--- src/sdc_pkg.sv ---
package sdc_pkg;
   // clock
   localparam int CLK_MHZ          = 100;
   // field widths
   localparam int LOOP_W           = 9;
   localparam int ODIV_W           = 2;
   localparam int MON_W            = 3;
   localparam int SHIFT_W          = 14;
   // shift register field positions
   localparam int SH_LOOP_LSB      = 0;
   localparam int SH_ODIV_LSB      = 9;
   localparam int SH_MON_LSB       = 11;
   // crystal pre-divider and model scaling
   localparam int REF_DIV          = 16;
   localparam int VCO_SCALE        = 32;
   localparam int BYPASS_MIN_DIV   = 2;
   localparam int MON_FOUT_DIV     = 4;
   // monitor select codes
   localparam logic [2:0] MON_SHIFT_OUT = 3'h0;
   localparam logic [2:0] MON_HIGH      = 3'h1;
   localparam logic [2:0] MON_REF       = 3'h2;
   localparam logic [2:0] MON_LOOP      = 3'h3;
   localparam logic [2:0] MON_FOUT      = 3'h4;
   localparam logic [2:0] MON_LOW       = 3'h5;
   localparam logic [2:0] MON_BYPASS    = 3'h6;
   localparam logic [2:0] MON_FOUT4     = 3'h7;
   // link timing in ns and derived cycle counts (least times round up)
   localparam int T_SCLK_HALF_NS   = 50;
   localparam int T_LOAD_SETUP_NS  = 20;
   localparam int T_LOAD_PW_NS     = 50;
   localparam int SCLK_HALF_CYC    = (T_SCLK_HALF_NS * CLK_MHZ + 999) / 1000;
   localparam int LOAD_SETUP_CYC   = (T_LOAD_SETUP_NS * CLK_MHZ + 999) / 1000;
   localparam int LOAD_PW_CYC      = (T_LOAD_PW_NS * CLK_MHZ + 999) / 1000;
   localparam int TMR_W            = 4;
   // host register map
   localparam logic [7:0] REG_CTRL     = 8'h00;
   localparam logic [7:0] REG_PAR      = 8'h04;
   localparam logic [7:0] REG_SER      = 8'h08;
   localparam logic [7:0] REG_STAT     = 8'h0c;
   localparam int CTRL_PLOAD_BIT   = 0;
   localparam int PAR_LOOP_LSB     = 0;
   localparam int PAR_ODIV_LSB     = 9;
   localparam int STAT_BUSY_BIT    = 0;
   localparam int STAT_MON_BIT     = 1;
   // reset values
   localparam logic [8:0]  PAR_LOOP_RST = 9'h0c8;
   localparam logic [1:0]  PAR_ODIV_RST = 2'h0;
   localparam logic [13:0] SER_RST      = 14'h0000;
   typedef enum logic [1:0] {SDC_IDLE, SDC_LOW, SDC_HIGH, SDC_LOAD} sdc_host_state_e;
endpackage

--- src/sdc_link_if.sv ---
`timescale 1ns/100ps
interface sdc_link_if;
   logic       par_load;
   logic [8:0] loop_par;
   logic [1:0] odiv_par;
   logic       ser_clk;
   logic       ser_data;
   logic       ser_load;
   logic       monitor;
   logic       synth_out;
   logic       synth_out_n;
   modport dev (
      input  par_load, loop_par, odiv_par, ser_clk, ser_data, ser_load,
      output monitor, synth_out, synth_out_n
   );
   modport host (
      output par_load, loop_par, odiv_par, ser_clk, ser_data, ser_load,
      input  monitor, synth_out, synth_out_n
   );
endinterface

--- src/sdc_device.sv ---
`timescale 1ns/100ps
// Behaviour
// - output equals crystal/16 times loop over output divider
// - host keeps loop divider within 200..400 (sdc_host does not check it and passes any 9-bit value)
// - output select 00/01/10/11 divides 1/2/4/8
// - parallel strobe rise captures loop and output
// - parallel strobe low makes latches transparent
// - serial data shifts into 14-bit register
// - shift register samples on serial clock rise
// - serial load works only with parallel strobe high
// - stream order monitor, output, loop divider bits
// - each field sent most significant bit first
// - serial load falling edge latches new values
// - serial load high passes shift contents through
// - parallel path has precedence over serial path
// - monitor select writable only through serial stream
// - parallel strobe low forces monitor select 000
// - monitor pin source chosen by select code
// - code 110 bypasses loop with serial clock
// - bypass output divider ratio at least two
// - loop counter monitor need not be 50% duty
// - strobe low resets monitor latch, shows top bit
module sdc_device
   import sdc_pkg::*;
#(
   parameter int LOOP_WIDTH = 9,
   parameter int VCO_WRAP   = 512
) (
   // clock and reset
   input  wire logic        pclk,
   input  wire logic        presetn,
   input  wire logic        ce,
   // link
   sdc_link_if.dev          link,
   // configuration view
   output logic [8:0]       loop_cfg,
   output logic [1:0]       odiv_cfg,
   output logic [2:0]       mon_cfg,
   output logic             bypass
);
   localparam int SYNC_W = 3 + LOOP_WIDTH + ODIV_W + 1;
   localparam logic [3:0]  REF_HALF = 4'(REF_DIV / 2);
   localparam logic [10:0] VCO_LIM  = 11'(VCO_WRAP);

   // pin synchronisers
   logic [SYNC_W-1:0] sync1_reg;
   logic [SYNC_W-1:0] sync2_reg;
   logic              sclk_d_reg;
   wire  [SYNC_W-1:0] pins = {link.ser_clk, link.ser_data, link.ser_load,
                              link.loop_par, link.odiv_par, link.par_load};

   always_ff @(posedge pclk or negedge presetn) begin
      if (!presetn) begin
         sync1_reg  <= '0;
         sync2_reg  <= '0;
         sclk_d_reg <= 1'b0;
      end else if (ce) begin
         sync1_reg  <= pins;
         sync2_reg  <= sync1_reg;
         sclk_d_reg <= sync2_reg[SYNC_W-1];
      end
   end

   wire                  sclk_s    = sync2_reg[SYNC_W-1];
   wire                  sdata_s   = sync2_reg[SYNC_W-2];
   wire                  sload_s   = sync2_reg[SYNC_W-3];
   wire [LOOP_WIDTH-1:0] loop_s    = sync2_reg[ODIV_W+LOOP_WIDTH:ODIV_W+1];
   wire [1:0]            odiv_s    = sync2_reg[ODIV_W:1];
   wire                  par_load_s = sync2_reg[0];
   wire                  parallel_strobe_low_reset = ~par_load_s;
   wire                  sclk_rise = sclk_s && !sclk_d_reg;

   // serial shift register
   logic [SHIFT_W-1:0] shift_reg;

   always_ff @(posedge pclk or negedge presetn) begin
      if (!presetn) begin
         shift_reg <= '0;
      end else if (ce) begin
         if (sclk_rise && par_load_s) begin
            shift_reg <= {shift_reg[SHIFT_W-2:0], sdata_s};
         end
      end
   end

   // configuration latches
   logic [LOOP_WIDTH-1:0] loop_reg;
   logic [1:0]            odiv_reg;
   logic [2:0]            mon_reg;

   always_ff @(posedge pclk or negedge presetn) begin
      if (!presetn) begin
         loop_reg <= '0;
         odiv_reg <= '0;
         mon_reg  <= '0;
      end else if (ce) begin
         if (parallel_strobe_low_reset) begin
            loop_reg <= loop_s;
            odiv_reg <= odiv_s;
            mon_reg  <= MON_SHIFT_OUT;
         end else if (sload_s) begin
            loop_reg <= shift_reg[SH_LOOP_LSB +: LOOP_WIDTH];
            odiv_reg <= shift_reg[SH_ODIV_LSB +: ODIV_W];
            mon_reg  <= shift_reg[SH_MON_LSB +: MON_W];
         end
      end
   end

   wire bypass_on = (mon_reg == MON_BYPASS);

   // divided reference: crystal (pclk) over sixteen
   logic ref_wave;

   sdc_divider #(.W(4)) u_ref (
      .pclk    (pclk),
      .presetn (presetn),
      .ce      (ce),
      .tick    (1'b1),
      .modulus (REF_HALF),
      .wave    (ref_wave),
      .wrap    (),
      .first   ()
   );

   // oscillator model: one edge tick per overflow, scaled down by VCO_WRAP/16
   logic [10:0] acc_reg;
   logic        vco_tick_reg;
   wire  [10:0] acc_sum  = acc_reg + 11'(loop_reg);
   wire         acc_over = acc_sum >= VCO_LIM;

   always_ff @(posedge pclk or negedge presetn) begin
      if (!presetn) begin
         acc_reg      <= '0;
         vco_tick_reg <= 1'b0;
      end else if (ce) begin
         acc_reg      <= acc_over ? acc_sum - VCO_LIM : acc_sum;
         vco_tick_reg <= acc_over;
      end
   end

   // divider source and moduli
   wire       div_tick   = bypass_on ? sclk_rise : vco_tick_reg;
   wire [3:0] odiv_ratio = 4'h1 << odiv_reg;
   wire [3:0] odiv_mod   = (bypass_on && odiv_ratio < 4'(BYPASS_MIN_DIV)) ?
                           4'(BYPASS_MIN_DIV) : odiv_ratio;

   logic fout_wave;
   logic fout_wrap;
   logic fout4_wave;
   logic loop_first;

   sdc_divider #(.W(4)) u_out (
      .pclk    (pclk),
      .presetn (presetn),
      .ce      (ce),
      .tick    (div_tick),
      .modulus (odiv_mod),
      .wave    (fout_wave),
      .wrap    (fout_wrap),
      .first   ()
   );

   sdc_divider #(.W(LOOP_WIDTH)) u_loop (
      .pclk    (pclk),
      .presetn (presetn),
      .ce      (ce),
      .tick    (div_tick),
      .modulus (loop_reg),
      .wave    (),
      .wrap    (),
      .first   (loop_first)
   );

   sdc_divider #(.W(3)) u_fout4 (
      .pclk    (pclk),
      .presetn (presetn),
      .ce      (ce),
      .tick    (fout_wrap),
      .modulus (3'(MON_FOUT_DIV)),
      .wave    (fout4_wave),
      .wrap    (),
      .first   ()
   );

   wire bypass_loop_count = bypass_on & loop_first;

   // monitor source selection
   logic mon_sel;

   always_comb begin
      unique case (mon_reg)
         MON_SHIFT_OUT: mon_sel = shift_reg[SHIFT_W-1];
         MON_HIGH:      mon_sel = 1'b1;
         MON_REF:       mon_sel = ref_wave;
         MON_LOOP:      mon_sel = loop_first;
         MON_FOUT:      mon_sel = fout_wave;
         MON_LOW:       mon_sel = 1'b0;
         MON_BYPASS:    mon_sel = bypass_loop_count;
         MON_FOUT4:     mon_sel = fout4_wave;
      endcase
   end

   // output flops
   logic monitor_reg;
   logic synth_reg;
   logic synth_n_reg;

   always_ff @(posedge pclk or negedge presetn) begin
      if (!presetn) begin
         monitor_reg <= 1'b0;
         synth_reg   <= 1'b0;
         synth_n_reg <= 1'b1;
      end else if (ce) begin
         monitor_reg <= mon_sel;
         synth_reg   <= fout_wave;
         synth_n_reg <= ~fout_wave;
      end
   end

   assign link.monitor     = monitor_reg;
   assign link.synth_out   = synth_reg;
   assign link.synth_out_n = synth_n_reg;
   assign loop_cfg         = 9'(loop_reg);
   assign odiv_cfg         = odiv_reg;
   assign mon_cfg          = mon_reg;
   assign bypass           = bypass_on;
endmodule

--- src/sdc_divider.sv ---
`timescale 1ns/100ps
// counts ticks modulo modulus; toggles wave and pulses wrap at each wrap
module sdc_divider #(
   parameter int W = 9
) (
   // clock and reset
   input  wire logic         pclk,
   input  wire logic         presetn,
   input  wire logic         ce,
   // control
   input  wire logic         tick,
   input  wire logic [W-1:0] modulus,
   // outputs
   output logic              wave,
   output logic              wrap,
   output logic              first
);
   logic [W-1:0] cnt_reg;
   logic         wave_reg;
   logic         wrap_reg;
   wire  [W:0]   cnt_inc = {1'b0, cnt_reg} + {{W{1'b0}}, 1'b1};
   wire          at_end  = cnt_inc >= {1'b0, modulus};

   always_ff @(posedge pclk or negedge presetn) begin
      if (!presetn) begin
         cnt_reg  <= '0;
         wave_reg <= 1'b0;
         wrap_reg <= 1'b0;
      end else if (ce) begin
         wrap_reg <= tick && at_end;
         if (tick) begin
            cnt_reg  <= at_end ? '0 : cnt_inc[W-1:0];
            wave_reg <= at_end ? ~wave_reg : wave_reg;
         end
      end
   end

   assign wave  = wave_reg;
   assign wrap  = wrap_reg;
   assign first = (cnt_reg == '0);
endmodule

--- src/flat_wrapper.sv ---
// flat-port wrapper written by rule: the top's interface ports become plain ports
module sdc_device_flat import sdc_pkg::*;
#(
   parameter int LOOP_WIDTH = 9,
   parameter int VCO_WRAP   = 512
)
  (pclk, presetn, ce, loop_cfg, odiv_cfg, mon_cfg, bypass, link_par_load, link_loop_par, link_odiv_par, link_ser_clk, link_ser_data, link_ser_load, link_monitor, link_synth_out, link_synth_out_n);
  sdc_link_if link_i ();
  input  wire logic pclk;
  input  wire logic presetn;
  input  wire logic ce;
  output logic [8:0] loop_cfg;
  output logic [1:0] odiv_cfg;
  output logic [2:0] mon_cfg;
  output logic bypass;
  input wire logic [$bits(link_i.par_load)-1:0] link_par_load;
  input wire logic [$bits(link_i.loop_par)-1:0] link_loop_par;
  input wire logic [$bits(link_i.odiv_par)-1:0] link_odiv_par;
  input wire logic [$bits(link_i.ser_clk)-1:0] link_ser_clk;
  input wire logic [$bits(link_i.ser_data)-1:0] link_ser_data;
  input wire logic [$bits(link_i.ser_load)-1:0] link_ser_load;
  output wire logic [$bits(link_i.monitor)-1:0] link_monitor;
  output wire logic [$bits(link_i.synth_out)-1:0] link_synth_out;
  output wire logic [$bits(link_i.synth_out_n)-1:0] link_synth_out_n;
  assign link_i.par_load = link_par_load;
  assign link_i.loop_par = link_loop_par;
  assign link_i.odiv_par = link_odiv_par;
  assign link_i.ser_clk = link_ser_clk;
  assign link_i.ser_data = link_ser_data;
  assign link_i.ser_load = link_ser_load;
  assign link_monitor = link_i.monitor;
  assign link_synth_out = link_i.synth_out;
  assign link_synth_out_n = link_i.synth_out_n;
  sdc_device #(.LOOP_WIDTH(LOOP_WIDTH), .VCO_WRAP(VCO_WRAP)) u_core (.pclk(pclk), .presetn(presetn), .ce(ce), .link(link_i), .loop_cfg(loop_cfg), .odiv_cfg(odiv_cfg), .mon_cfg(mon_cfg), .bypass(bypass));
endmodule
--- config.mk ---
export PLATFORM = sky130hd
export DESIGN_NAME = sdc_device_flat
export DESIGN_NICKNAME = d
export VERILOG_FILES = /design/src/sdc_pkg.sv /design/src/sdc_link_if.sv /design/src/sdc_device.sv /design/src/sdc_divider.sv /design/src/flat_wrapper.sv
export SDC_FILE = /design/constraint.sdc
export NUM_CORES = 1
export LEC_CHECK = 0
export BUFFER_PORTS_ARGS = -buffer_cell sky130_fd_sc_hd__buf_2
export CAP_MARGIN = 20
export CORE_MARGIN = 2
export CORE_UTILIZATION = 50
export DETAILED_ROUTE_END_ITERATION = 8
export GPL_TIMING_DRIVEN = 0
export HOLD_SLACK_MARGIN = 0.15
export PLACE_DENSITY = 0.68
export SETUP_SLACK_MARGIN = 0.02
export SLEW_MARGIN = 15
export SYNTH_ARGS = -nofsm -noshare
export SYNTH_HDL_FRONTEND = slang
export SYNTH_HIERARCHICAL = 1
export SYNTH_SLANG_ARGS = --single-unit
--- constraint.sdc ---
create_clock -name pclk -period 3.4 [get_ports pclk]
set_input_delay 0.17 -clock pclk [delete_from_list [all_inputs] [get_ports pclk]]
set_output_delay 0.17 -clock pclk [all_outputs]
set_load 0.01 [all_outputs]
**Word level (Yosys, flattened, before mapping)**

Cells that the tools add are included.

- Flip-flop bits (word level): 98
- Word-level logic and storage cells: 73

- $add $sub $neg: 6
- Reduce and logical (&&, ||, !) cells: 14
- Shift operators: 1
- Bitwise operators: 4
- Mux-type cells: 14
- Equal/unequal tests: 8
- Order comparisons: 6

Operator list:

| operator | count |
|---|---|
| two-way mux 9 bit | 3 |
| equality test 3 bit (second input constant) | 4 |
| two-way mux 4 bit | 3 |
| adder 11 x 9 -> 11 bit | 1 |
| >= comparator 11 x 10 -> 1 bit (second input constant) | 1 |
| two-way mux 11 bit | 1 |
| subtractor 11 x 10 -> 11 bit (second input constant) | 1 |
| adder 4 x 1 -> 5 bit (second input constant) | 2 |
| adder 9 x 1 -> 10 bit (second input constant) | 1 |
| >= comparator 10 x 9 -> 1 bit | 1 |
| AND reduction 2 bit | 5 |
| zero test 9 bit | 1 |
| two-way mux 3 bit | 3 |
| case mux 1 bit (8 select lines) | 1 |
| equality test 3 x 2 -> 1 bit (second input constant) | 2 |
| AND reduction 3 bit | 2 |
| >= comparator 5 x 4 -> 1 bit | 1 |
| >= comparator 5 x 4 -> 1 bit (second input constant) | 1 |
| adder 3 x 1 -> 4 bit (second input constant) | 1 |
| >= comparator 4 x 3 -> 1 bit (second input constant) | 1 |
| logical AND 1 bit | 4 |
| less-than comparator 4 x 2 -> 1 bit (second input constant) | 1 |
| two-way mux 2 bit | 2 |
| left shift 1 x 2 -> 4 bit (first input constant) | 1 |
| 7 further kinds | 9 |

**Logic depth before layout (Yosys ltp)**

Gate-level depths: netlist (run 1).

- Depth in word-level cells: 6
- Mapped depth: 12
- Gate-level depth less buffers: 11

**Cells and area by module**

Netlist (run 1), hierarchy kept.

By module, submodules not included:

| module | instances | cells each | area each (um2) |
|---|---|---|---|
| sdc_device | 1 | 305 | 3565.9 |
| sdc_divider (u_core.u_out ...) | 2 | 50 | 461.7 |
| sdc_divider (u_core.u_loop) | 1 | 103 | 890.9 |
| sdc_divider (u_core.u_fout4) | 1 | 41 | 399.1 |

**Worst setup path before layout (run 1)**

OpenSTA, ideal clock, no wires.

- Path type: reg2reg
- Start: reg u_core.loop_reg[0] (netlist: u_core/loop_cfg[0])
- End: reg u_core.acc_reg[9]
- Setup slack: 0.533 ns
- Data required time: 3.274 ns
- Clock period less this slack: 2.867 ns
- Buffers on the path: 0
- Cell stages (with the launch flop): 9
- Library setup time: 0.126 ns
- Arrival: 2.741 ns
- Cells stage by stage: dfrtp_1 -> ha_1 -> fa_1 -> a21o_1 -> a221oi_2 -> mux2_4 -> nor4_2 -> nand4_1 -> a311o_1

- Cells in the longest elaborated chain, start to end: 3
- Elaborated cells on any way between the ends: 4

RTL lines:

| what | line | RTL |
|---|---|---|
| start, declared | sdc_device.sv:87 | `logic [LOOP_WIDTH-1:0] loop_reg;` |
| start signal, assigned | sdc_device.sv:98 | `loop_reg <= loop_s;` |
| start signal, assigned | sdc_device.sv:102 | `loop_reg <= shift_reg[SH_LOOP_LSB +: LOOP_WIDTH];` |
| adder 11 x 9 -> 11 bit * | sdc_device.sv:128 | `wire [10:0] acc_sum = acc_reg + 11'(loop_reg);` |
| subtractor 11 x 10 -> 11 bit or >= comparator 11 x 10 -> 1 bit (tied branches) | sdc_device.sv:136, sdc_device.sv:129 |  |
| two-way mux 11 bit * | sdc_device.sv:136 | `acc_reg <= acc_over ? acc_sum - VCO_LIM : acc_sum;` |
| end signal, assigned | sdc_device.sv:136 |  |
| end, declared | sdc_device.sv:126 | `logic [10:0] acc_reg;` |

Every way passes the cells marked *; elsewhere a longest branch is shown, timed or not.
A chain may end at the register's enable or synchronous reset.

**Worst setup path after layout (run 1)**

- Start: reg u_core.loop_reg[0] (netlist: u_core/loop_cfg[0])
- End: reg u_core.acc_reg[10]

Same word-level chain as after synthesis.

==> results of run 1 <==
-- layer usage --
metal	vias up	global-route usage [%]	wire length (microns)	share of wire (%)
met2	80	34.83	5612	48
met5	-	0	0	0
met1	1957	27.70	5456	47
li1	2030	-	-	-
met3	16	4.742	454	3.9
met4	0	6.510	157	1.3
-- path summary, 6_finish.rpt --
kind                                                   to                     from  slack (ps)
worst min-delay path            u_core/u_fout4/cnt_reg[0]                       ce         230
worst min register to register    u_core/link.synth_out_n  u_core/link.synth_out_n         500
worst max-delay path                   u_core/acc_reg[10]       u_core/loop_cfg[0]         160
max in group asynchronous             u_core/sync2_reg[5]                  presetn        2540
min in group asynchronous        u_core/u_loop/cnt_reg[7]                  presetn         250
worst max register to register         u_core/acc_reg[10]       u_core/loop_cfg[0]         160
-- power breakdown --
part | internal, mW | switching, mW | leakage (nW)
clock | 0.287 | 0.403 | 0.0831
combinational | 0.972 | 1.17 | 1.58
sequential | 1.46 | 0.296 | 1.21
-- cell type report --
class / count / area, sq um
timing repair buffer: 52 / 369.1
clock inverter: 3 / 25.02
sequential: 98 / 2454
inverter: 39 / 146.4
clock buffer: 12 / 145.1
fill: 917 / 4562
buffer: 16 / 63.81
multi-input combinational: 387 / 2948
tap: 140 / 175.2
-- worst max-delay path: cells and delay by family, from the launching register on --
family,cells,cell delay [ps]
multiplexers,1,360
AO/OA/AOI/OAI,3,1090
flip-flops,1,470
AND/OR/NAND/NOR,2,520
adder cells (fa/ha/maj),2,680
-- layout by cell type (no fill, tap or decap), types with 16 or more instances in the layout --
cell / count
sky130_fd_sc_hd__dfrtp_1: 97
sky130_fd_sc_hd__nand2_1: 58
sky130_fd_sc_hd__nand3_1: 27
sky130_fd_sc_hd__ha_1: 38
sky130_fd_sc_hd__o21ai_0: 35
sky130_fd_sc_hd__inv_1: 38
sky130_fd_sc_hd__buf_2: 37
sky130_fd_sc_hd__mux2_2: 52
sky130_fd_sc_hd__nor2_1: 19
sky130_fd_sc_hd__dlygate4sd3_1: 16
-- through the flow --
stage | area [sq um] | std cells
after floorplan | 5612 | 540
after detailed placement | 5996 | 716
after global routing | 6326 | 747
final | 6326 | 747
after CTS | 6326 | 747
after global placement | 5962 | 715
==> impl_metrics.xml, run 1 <==
<?xml version="1.0" encoding="UTF-8"?>
<metrics>
  <group name="critical_path">
    <metric name="worst-setup-path-type" unit="">reg2reg</metric>
    <metric name="cp-end-kind" unit="">flop</metric>
    <metric name="critical_path.slowest_cell" unit="">sky130_fd_sc_hd__dfrtp_1</metric>
    <metric name="r2r_cells" unit="">8</metric>
    <metric name="critPathRequiredTime" unit="ps">3670</metric>
    <metric name="setup.worst_path.start_class" unit="">flop</metric>
    <metric name="cp_max_fo" unit="">4</metric>
    <metric name="arrival" unit="ps">3500</metric>
    <metric name="critPathMaxStageDelay" unit="ps">470</metric>
    <metric name="crit_chain" unit="">ha_1 &gt; fa_1 &gt; a21o_1 &gt; a221oi_2 &gt; mux2_4 &gt; nor4_2 &gt; nand4_1 &gt; o41ai_1</metric>
  </group>
  <group name="floorplanning">
    <metric name="floorplan.core_area" unit="sq um">10890</metric>
    <metric name="dieArea" unit="sq um">12030</metric>
    <metric name="placement_rows" unit="">38</metric>
    <metric name="floorplan.initialDensity" unit="%">51.30</metric>
    <metric name="num_io_pins" unit="">36</metric>
    <metric name="dieWidth" unit="microns">109.7</metric>
    <metric name="die_y" unit="microns">109.7</metric>
  </group>
  <group name="finish">
    <metric name="area.growth.synth_to_final" unit="%">13.26</metric>
    <metric name="nets" unit="">660</metric>
    <metric name="layout-drive-gt1-share" unit="%">20.92</metric>
    <metric name="num_antenna_cells" unit="">0</metric>
    <metric name="final_core_util" unit="%">58.10</metric>
  </group>
  <group name="synth">
    <metric name="post_synth_inst_count" unit="">533</metric>
    <metric name="synth.avg_cell_area" unit="sq um">10.48</metric>
    <metric name="syn_area" unit="sq um">5585</metric>
    <metric name="synth_warnings" unit="">6</metric>
  </group>
  <group name="sta">
    <metric name="timing.setup.tns" unit="ps">0</metric>
    <metric name="rsz0062_at_grt" unit="">false</metric>
    <metric name="worst_margin_pin_slew" unit="ps">688.1</metric>
    <metric name="timing.final.crit_period" unit="ps">3235</metric>
    <metric name="min_period_over_period" unit="%">95.15</metric>
    <metric name="hold_violations" unit="">0</metric>
    <metric name="setup_viol" unit="">0</metric>
    <metric name="clock-skew-final" unit="ps">13.58</metric>
    <metric name="fmax" unit="MHz">309.1</metric>
    <metric name="timing.final.max_slew_violations" unit="">0</metric>
    <metric name="hold_ws" unit="ps">234.1</metric>
    <metric name="worst_slew_margin_rel" unit="%">54.13</metric>
    <metric name="setup_ws" unit="ps">164.9</metric>
  </group>
  <group name="min_path">
    <metric name="hold-path-cell-count" unit="">3</metric>
    <metric name="type_of_the_tightest_min_delay_check" unit="">in2reg</metric>
  </group>
  <group name="clock_network">
    <metric name="clock_tree.root_cell" unit="">sky130_fd_sc_hd__clkbuf_8</metric>
    <metric name="tritoncts" unit="">yes</metric>
    <metric name="cts-root-to-sink-buffers" unit="">2</metric>
    <metric name="post_cts_resize_count" unit="">0</metric>
    <metric name="hold_buffers" unit="">16</metric>
    <metric name="cts-buffers-inserted" unit="">9</metric>
    <metric name="cts_setup_buffers" unit="">0</metric>
    <metric name="clock_insertion_delay_worst_skew" unit="ps">380</metric>
    <metric name="htree_num_levels" unit="">3</metric>
    <metric name="cts_sinks" unit="">98</metric>
    <metric name="clk_transition_reported_paths" unit="ps">100</metric>
  </group>
  <group name="flow_run">
    <metric name="cap_viol_max_count" unit="">0</metric>
  </group>
  <group name="placement">
    <metric name="post-place-ws" unit="ps">205.6</metric>
    <metric name="port_buffers" unit="">35</metric>
    <metric name="detailed_place_hpwl" unit="mm">8.548</metric>
    <metric name="gpl_congestion" unit="">0.8750</metric>
  </group>
  <group name="routing">
    <metric name="wl" unit="mm">11.68</metric>
    <metric name="drc_errors" unit="">0</metric>
    <metric name="viasPerCell" unit="">5.466</metric>
    <metric name="drt-initial-drc-count" unit="">197</metric>
    <metric name="drt.antenna.violating_nets" unit="">0</metric>
    <metric name="vias" unit="">4083</metric>
    <metric name="firstDrtPassIters" unit="">5</metric>
    <metric name="wire_per_inst" unit="microns">15.64</metric>
  </group>
  <group name="global_routing">
    <metric name="largest_net_degree_at_the_start_of_global_routing" unit="">62</metric>
    <metric name="globalRoute.totalOverflow" unit="">0</metric>
    <metric name="grt_pass1_vias" unit="">4094</metric>
    <metric name="grt_first_pass_wirelength" unit="mm">19.51</metric>
    <metric name="global_route.usage.total" unit="%">21.08</metric>
    <metric name="antenna_found_initial" unit="">0</metric>
  </group>
  <group name="run_status">
    <metric name="outcome" unit="">complete, no violations</metric>
  </group>
  <group name="power_and_ir_drop">
    <metric name="power.total" unit="mW">4.589</metric>
    <metric name="cellPowerDensity" unit="nW/um^2">725.4</metric>
    <metric name="ir_worst_vdd" unit="mV">0.3685</metric>
    <metric name="leakage" unit="nW">2.873</metric>
  </group>
</metrics>
No activity file was read; power rests on OpenSTA's default activity.
==> run 2, diff against run 1 <==
--- a/config.mk
+++ b/config.mk
@@ -8,11 +8,11 @@
 export BUFFER_PORTS_ARGS = -buffer_cell sky130_fd_sc_hd__buf_2
 export CAP_MARGIN = 20
 export CORE_MARGIN = 2
-export CORE_UTILIZATION = 50
+export CORE_UTILIZATION = 25
 export DETAILED_ROUTE_END_ITERATION = 8
 export GPL_TIMING_DRIVEN = 0
 export HOLD_SLACK_MARGIN = 0.15
-export PLACE_DENSITY = 0.68
+export RECOVER_POWER = 100
 export SETUP_SLACK_MARGIN = 0.02
 export SLEW_MARGIN = 15
 export SYNTH_ARGS = -nofsm -noshare
==> impl_metrics.xml, run 2 (synthesized netlist as in run 1, its figures left out) <==
<?xml version="1.0" encoding="UTF-8"?>
<metrics>
  <group name="placement">
    <metric name="port_buffers" unit="">35</metric>
    <metric name="detailed_place_hpwl" unit="mm">8.710</metric>
    <metric name="gpl_congestion" unit="">0.8312</metric>
    <metric name="placement.cell_area" unit="sq um">6171</metric>
  </group>
  <group name="power_and_ir_drop">
    <metric name="ir_worst_vdd" unit="mV">0.2864</metric>
    <metric name="cellPowerDensity" unit="nW/um^2">747.4</metric>
    <metric name="power.total" unit="mW">4.889</metric>
    <metric name="leakage" unit="nW">2.844</metric>
  </group>
  <group name="clock_network">
    <metric name="clk_transition_reported_paths" unit="ps">70</metric>
    <metric name="cts_sinks" unit="">98</metric>
    <metric name="cts_setup_buffers" unit="">0</metric>
    <metric name="cts-buffers-inserted" unit="">9</metric>
    <metric name="cts-root-to-sink-buffers" unit="">2</metric>
    <metric name="clock_tree.root_cell" unit="">sky130_fd_sc_hd__clkbuf_16</metric>
    <metric name="tritoncts" unit="">yes</metric>
    <metric name="clock_insertion_delay_worst_skew" unit="ps">350</metric>
    <metric name="htree_num_levels" unit="">3</metric>
  </group>
  <group name="finish">
    <metric name="area.growth.synth_to_final" unit="%">17.11</metric>
    <metric name="nets" unit="">660</metric>
    <metric name="fin_area" unit="sq um">6541</metric>
    <metric name="n_fill_cell" unit="">2334</metric>
    <metric name="mostFrequentLayoutCells" unit="">97 x sky130_fd_sc_hd__dfrtp_1, 58 x sky130_fd_sc_hd__nand2_1, 52 x sky130_fd_sc_hd__mux2_2</metric>
    <metric name="layout-drive-gt1-share" unit="%">16.64</metric>
    <metric name="final_core_util" unit="%">29.88</metric>
    <metric name="mostFrequentLayoutCell" unit="">sky130_fd_sc_hd__dfrtp_1</metric>
    <metric name="num_antenna_cells" unit="">0</metric>
  </group>
  <group name="floorplanning">
    <metric name="num_io_pins" unit="">36</metric>
    <metric name="floorplan.core_area" unit="sq um">21890</metric>
    <metric name="dieArea" unit="sq um">23550</metric>
    <metric name="dieWidth" unit="microns">153.5</metric>
    <metric name="floorplan.initialDensity" unit="%">25.51</metric>
    <metric name="die_y" unit="microns">153.5</metric>
    <metric name="placement_rows" unit="">54</metric>
  </group>
  <group name="critical_path">
    <metric name="critPathRequiredTime" unit="ps">3630</metric>
    <metric name="cp_max_fo" unit="">4</metric>
    <metric name="critical_path.slowest_cell" unit="">sky130_fd_sc_hd__dfrtp_1</metric>
    <metric name="worst-setup-path-type" unit="">reg2reg</metric>
    <metric name="path_delay_family" unit="">compound AO/OA/AOI/OAI gates</metric>
    <metric name="crit_path_buffers_inverters" unit="">0</metric>
    <metric name="launching_element_of_the_worst_setup_path" unit="">u_core/loop_cfg[0]</metric>
    <metric name="cp-end-kind" unit="">flop</metric>
    <metric name="arrival" unit="ps">3320</metric>
    <metric name="setup.worst_path.start_class" unit="">flop</metric>
    <metric name="crit_chain" unit="">ha_1 &gt; fa_1 &gt; a21o_1 &gt; a221oi_4 &gt; mux2_4 &gt; nor4_2 &gt; nand4_1 &gt; a311o_1</metric>
    <metric name="critPathMaxStageDelay" unit="ps">450</metric>
    <metric name="r2r_start" unit="">u_core/loop_cfg[0]</metric>
  </group>
  <group name="routing">
    <metric name="wire_per_inst" unit="microns">13.75</metric>
    <metric name="viasPerCell" unit="">4.549</metric>
    <metric name="vias" unit="">4035</metric>
    <metric name="drt.antenna.violating_nets" unit="">0</metric>
    <metric name="drt-initial-drc-count" unit="">147</metric>
    <metric name="wl" unit="mm">12.20</metric>
    <metric name="drc_errors" unit="">0</metric>
    <metric name="firstDrtPassIters" unit="">4</metric>
  </group>
  <group name="global_routing">
    <metric name="largest_net_degree_at_the_start_of_global_routing" unit="">85</metric>
    <metric name="global_route.usage.total" unit="%">10.67</metric>
    <metric name="grt_pass1_vias" unit="">3881</metric>
    <metric name="globalRoute.totalOverflow" unit="">0</metric>
    <metric name="grt_first_pass_wirelength" unit="mm">20.26</metric>
    <metric name="antenna_found_initial" unit="">0</metric>
  </group>
  <group name="sta">
    <metric name="fmax" unit="MHz">324.1</metric>
    <metric name="clock-skew-final" unit="ps">6.185</metric>
    <metric name="timing.final.crit_period" unit="ps">3085</metric>
    <metric name="rsz0062_at_grt" unit="">false</metric>
    <metric name="worst_slew_margin_rel" unit="%">24.20</metric>
    <metric name="hold_ws" unit="ps">462.3</metric>
    <metric name="min_period_over_period" unit="%">90.75</metric>
    <metric name="timing.setup.tns" unit="ps">0</metric>
    <metric name="timing.final.max_slew_violations" unit="">0</metric>
    <metric name="worst_margin_pin_slew" unit="ps">1137</metric>
    <metric name="setup_viol" unit="">0</metric>
    <metric name="hold_violations" unit="">0</metric>
  </group>
  <group name="flow_run">
    <metric name="cap_viol_max_count" unit="">0</metric>
  </group>
  <group name="run_status">
    <metric name="outcome" unit="">complete, no violations</metric>
  </group>
  <group name="min_path">
    <metric name="type_of_the_tightest_min_delay_check" unit="">in2async</metric>
  </group>
</metrics>
-- run 2: cell count changes in the layout (fill, tap and decap cells not counted), moves of 2 or more --
cell                        before  now
sky130_fd_sc_hd__o21ai_0        35   41
sky130_fd_sc_hd__clkbuf_16       0    9
sky130_fd_sc_hd__clkbuf_8       10    0
sky130_fd_sc_hd__o21ai_2         3    1
sky130_fd_sc_hd__buf_1           4    1
sky130_fd_sc_hd__bufinv_16       0    2
sky130_fd_sc_hd__buf_2          37   18
sky130_fd_sc_hd__clkbuf_1       11   33
sky130_fd_sc_hd__o21ai_1         6    2
-- run 2: final timing paths --
kind / to / slack, ps / cells after the start
min in group pclk: u_core/acc_reg[3] / 490 / 1
max: u_core/acc_reg[9] / 310 / 8
min reg2reg: u_core/acc_reg[3] / 490 / 1
max in group asynchronous: u_core/link.synth_out / 1220 / 3
min: u_core/u_loop/cnt_reg[1] / 460 / 2
max reg2reg: u_core/acc_reg[9] / 310 / 8
-- run 2: where the power goes --
group | internal, mW | total [mW] | switching (mW)
logic | 0.918 | 2.06 | 1.14
registers | 1.46 | 1.75 | 0.290
clock network | 0.640 | 1.08 | 0.445
-- run 2: through the flow --
step                cells  setup slack, ps
global route          887            103.2
global placement      855            223.3
detailed placement    856            242.2
CTS                   887            218.2
finish                887            314.5
floorplan             540            532.7
-- run 2: routing by layer --
metal | up-vias | track usage (%) | wire length [microns]
met2 | 47 | 17.30 | 5764
li1 | 2031 | - | -
met5 | - | 0 | 0
met1 | 1939 | 14.25 | 5899
met4 | 0 | 4.587 | 293
met3 | 18 | 1.474 | 241
-- run 2: cell type report --
class,instances,area (sq um),share of cell area (%)
multi-input combinational,387,2900,44.34
sequential,98,2454,37.51
tap,280,350.3,5.356
timing repair buffer,52,317.8,4.858
clock buffer,10,229.0,3.500
inverter,39,146.4,2.238
clock inverter,5,80.08,1.224
buffer,16,63.81,0.9755
-- run 2: repair_timing --
item / CTS / global route
gates resized for setup: 0 / 1
endpoints found under the setup margin: 0 / 1
hold endpoints to repair: 113 / 0
hold buffers: 16 / 0
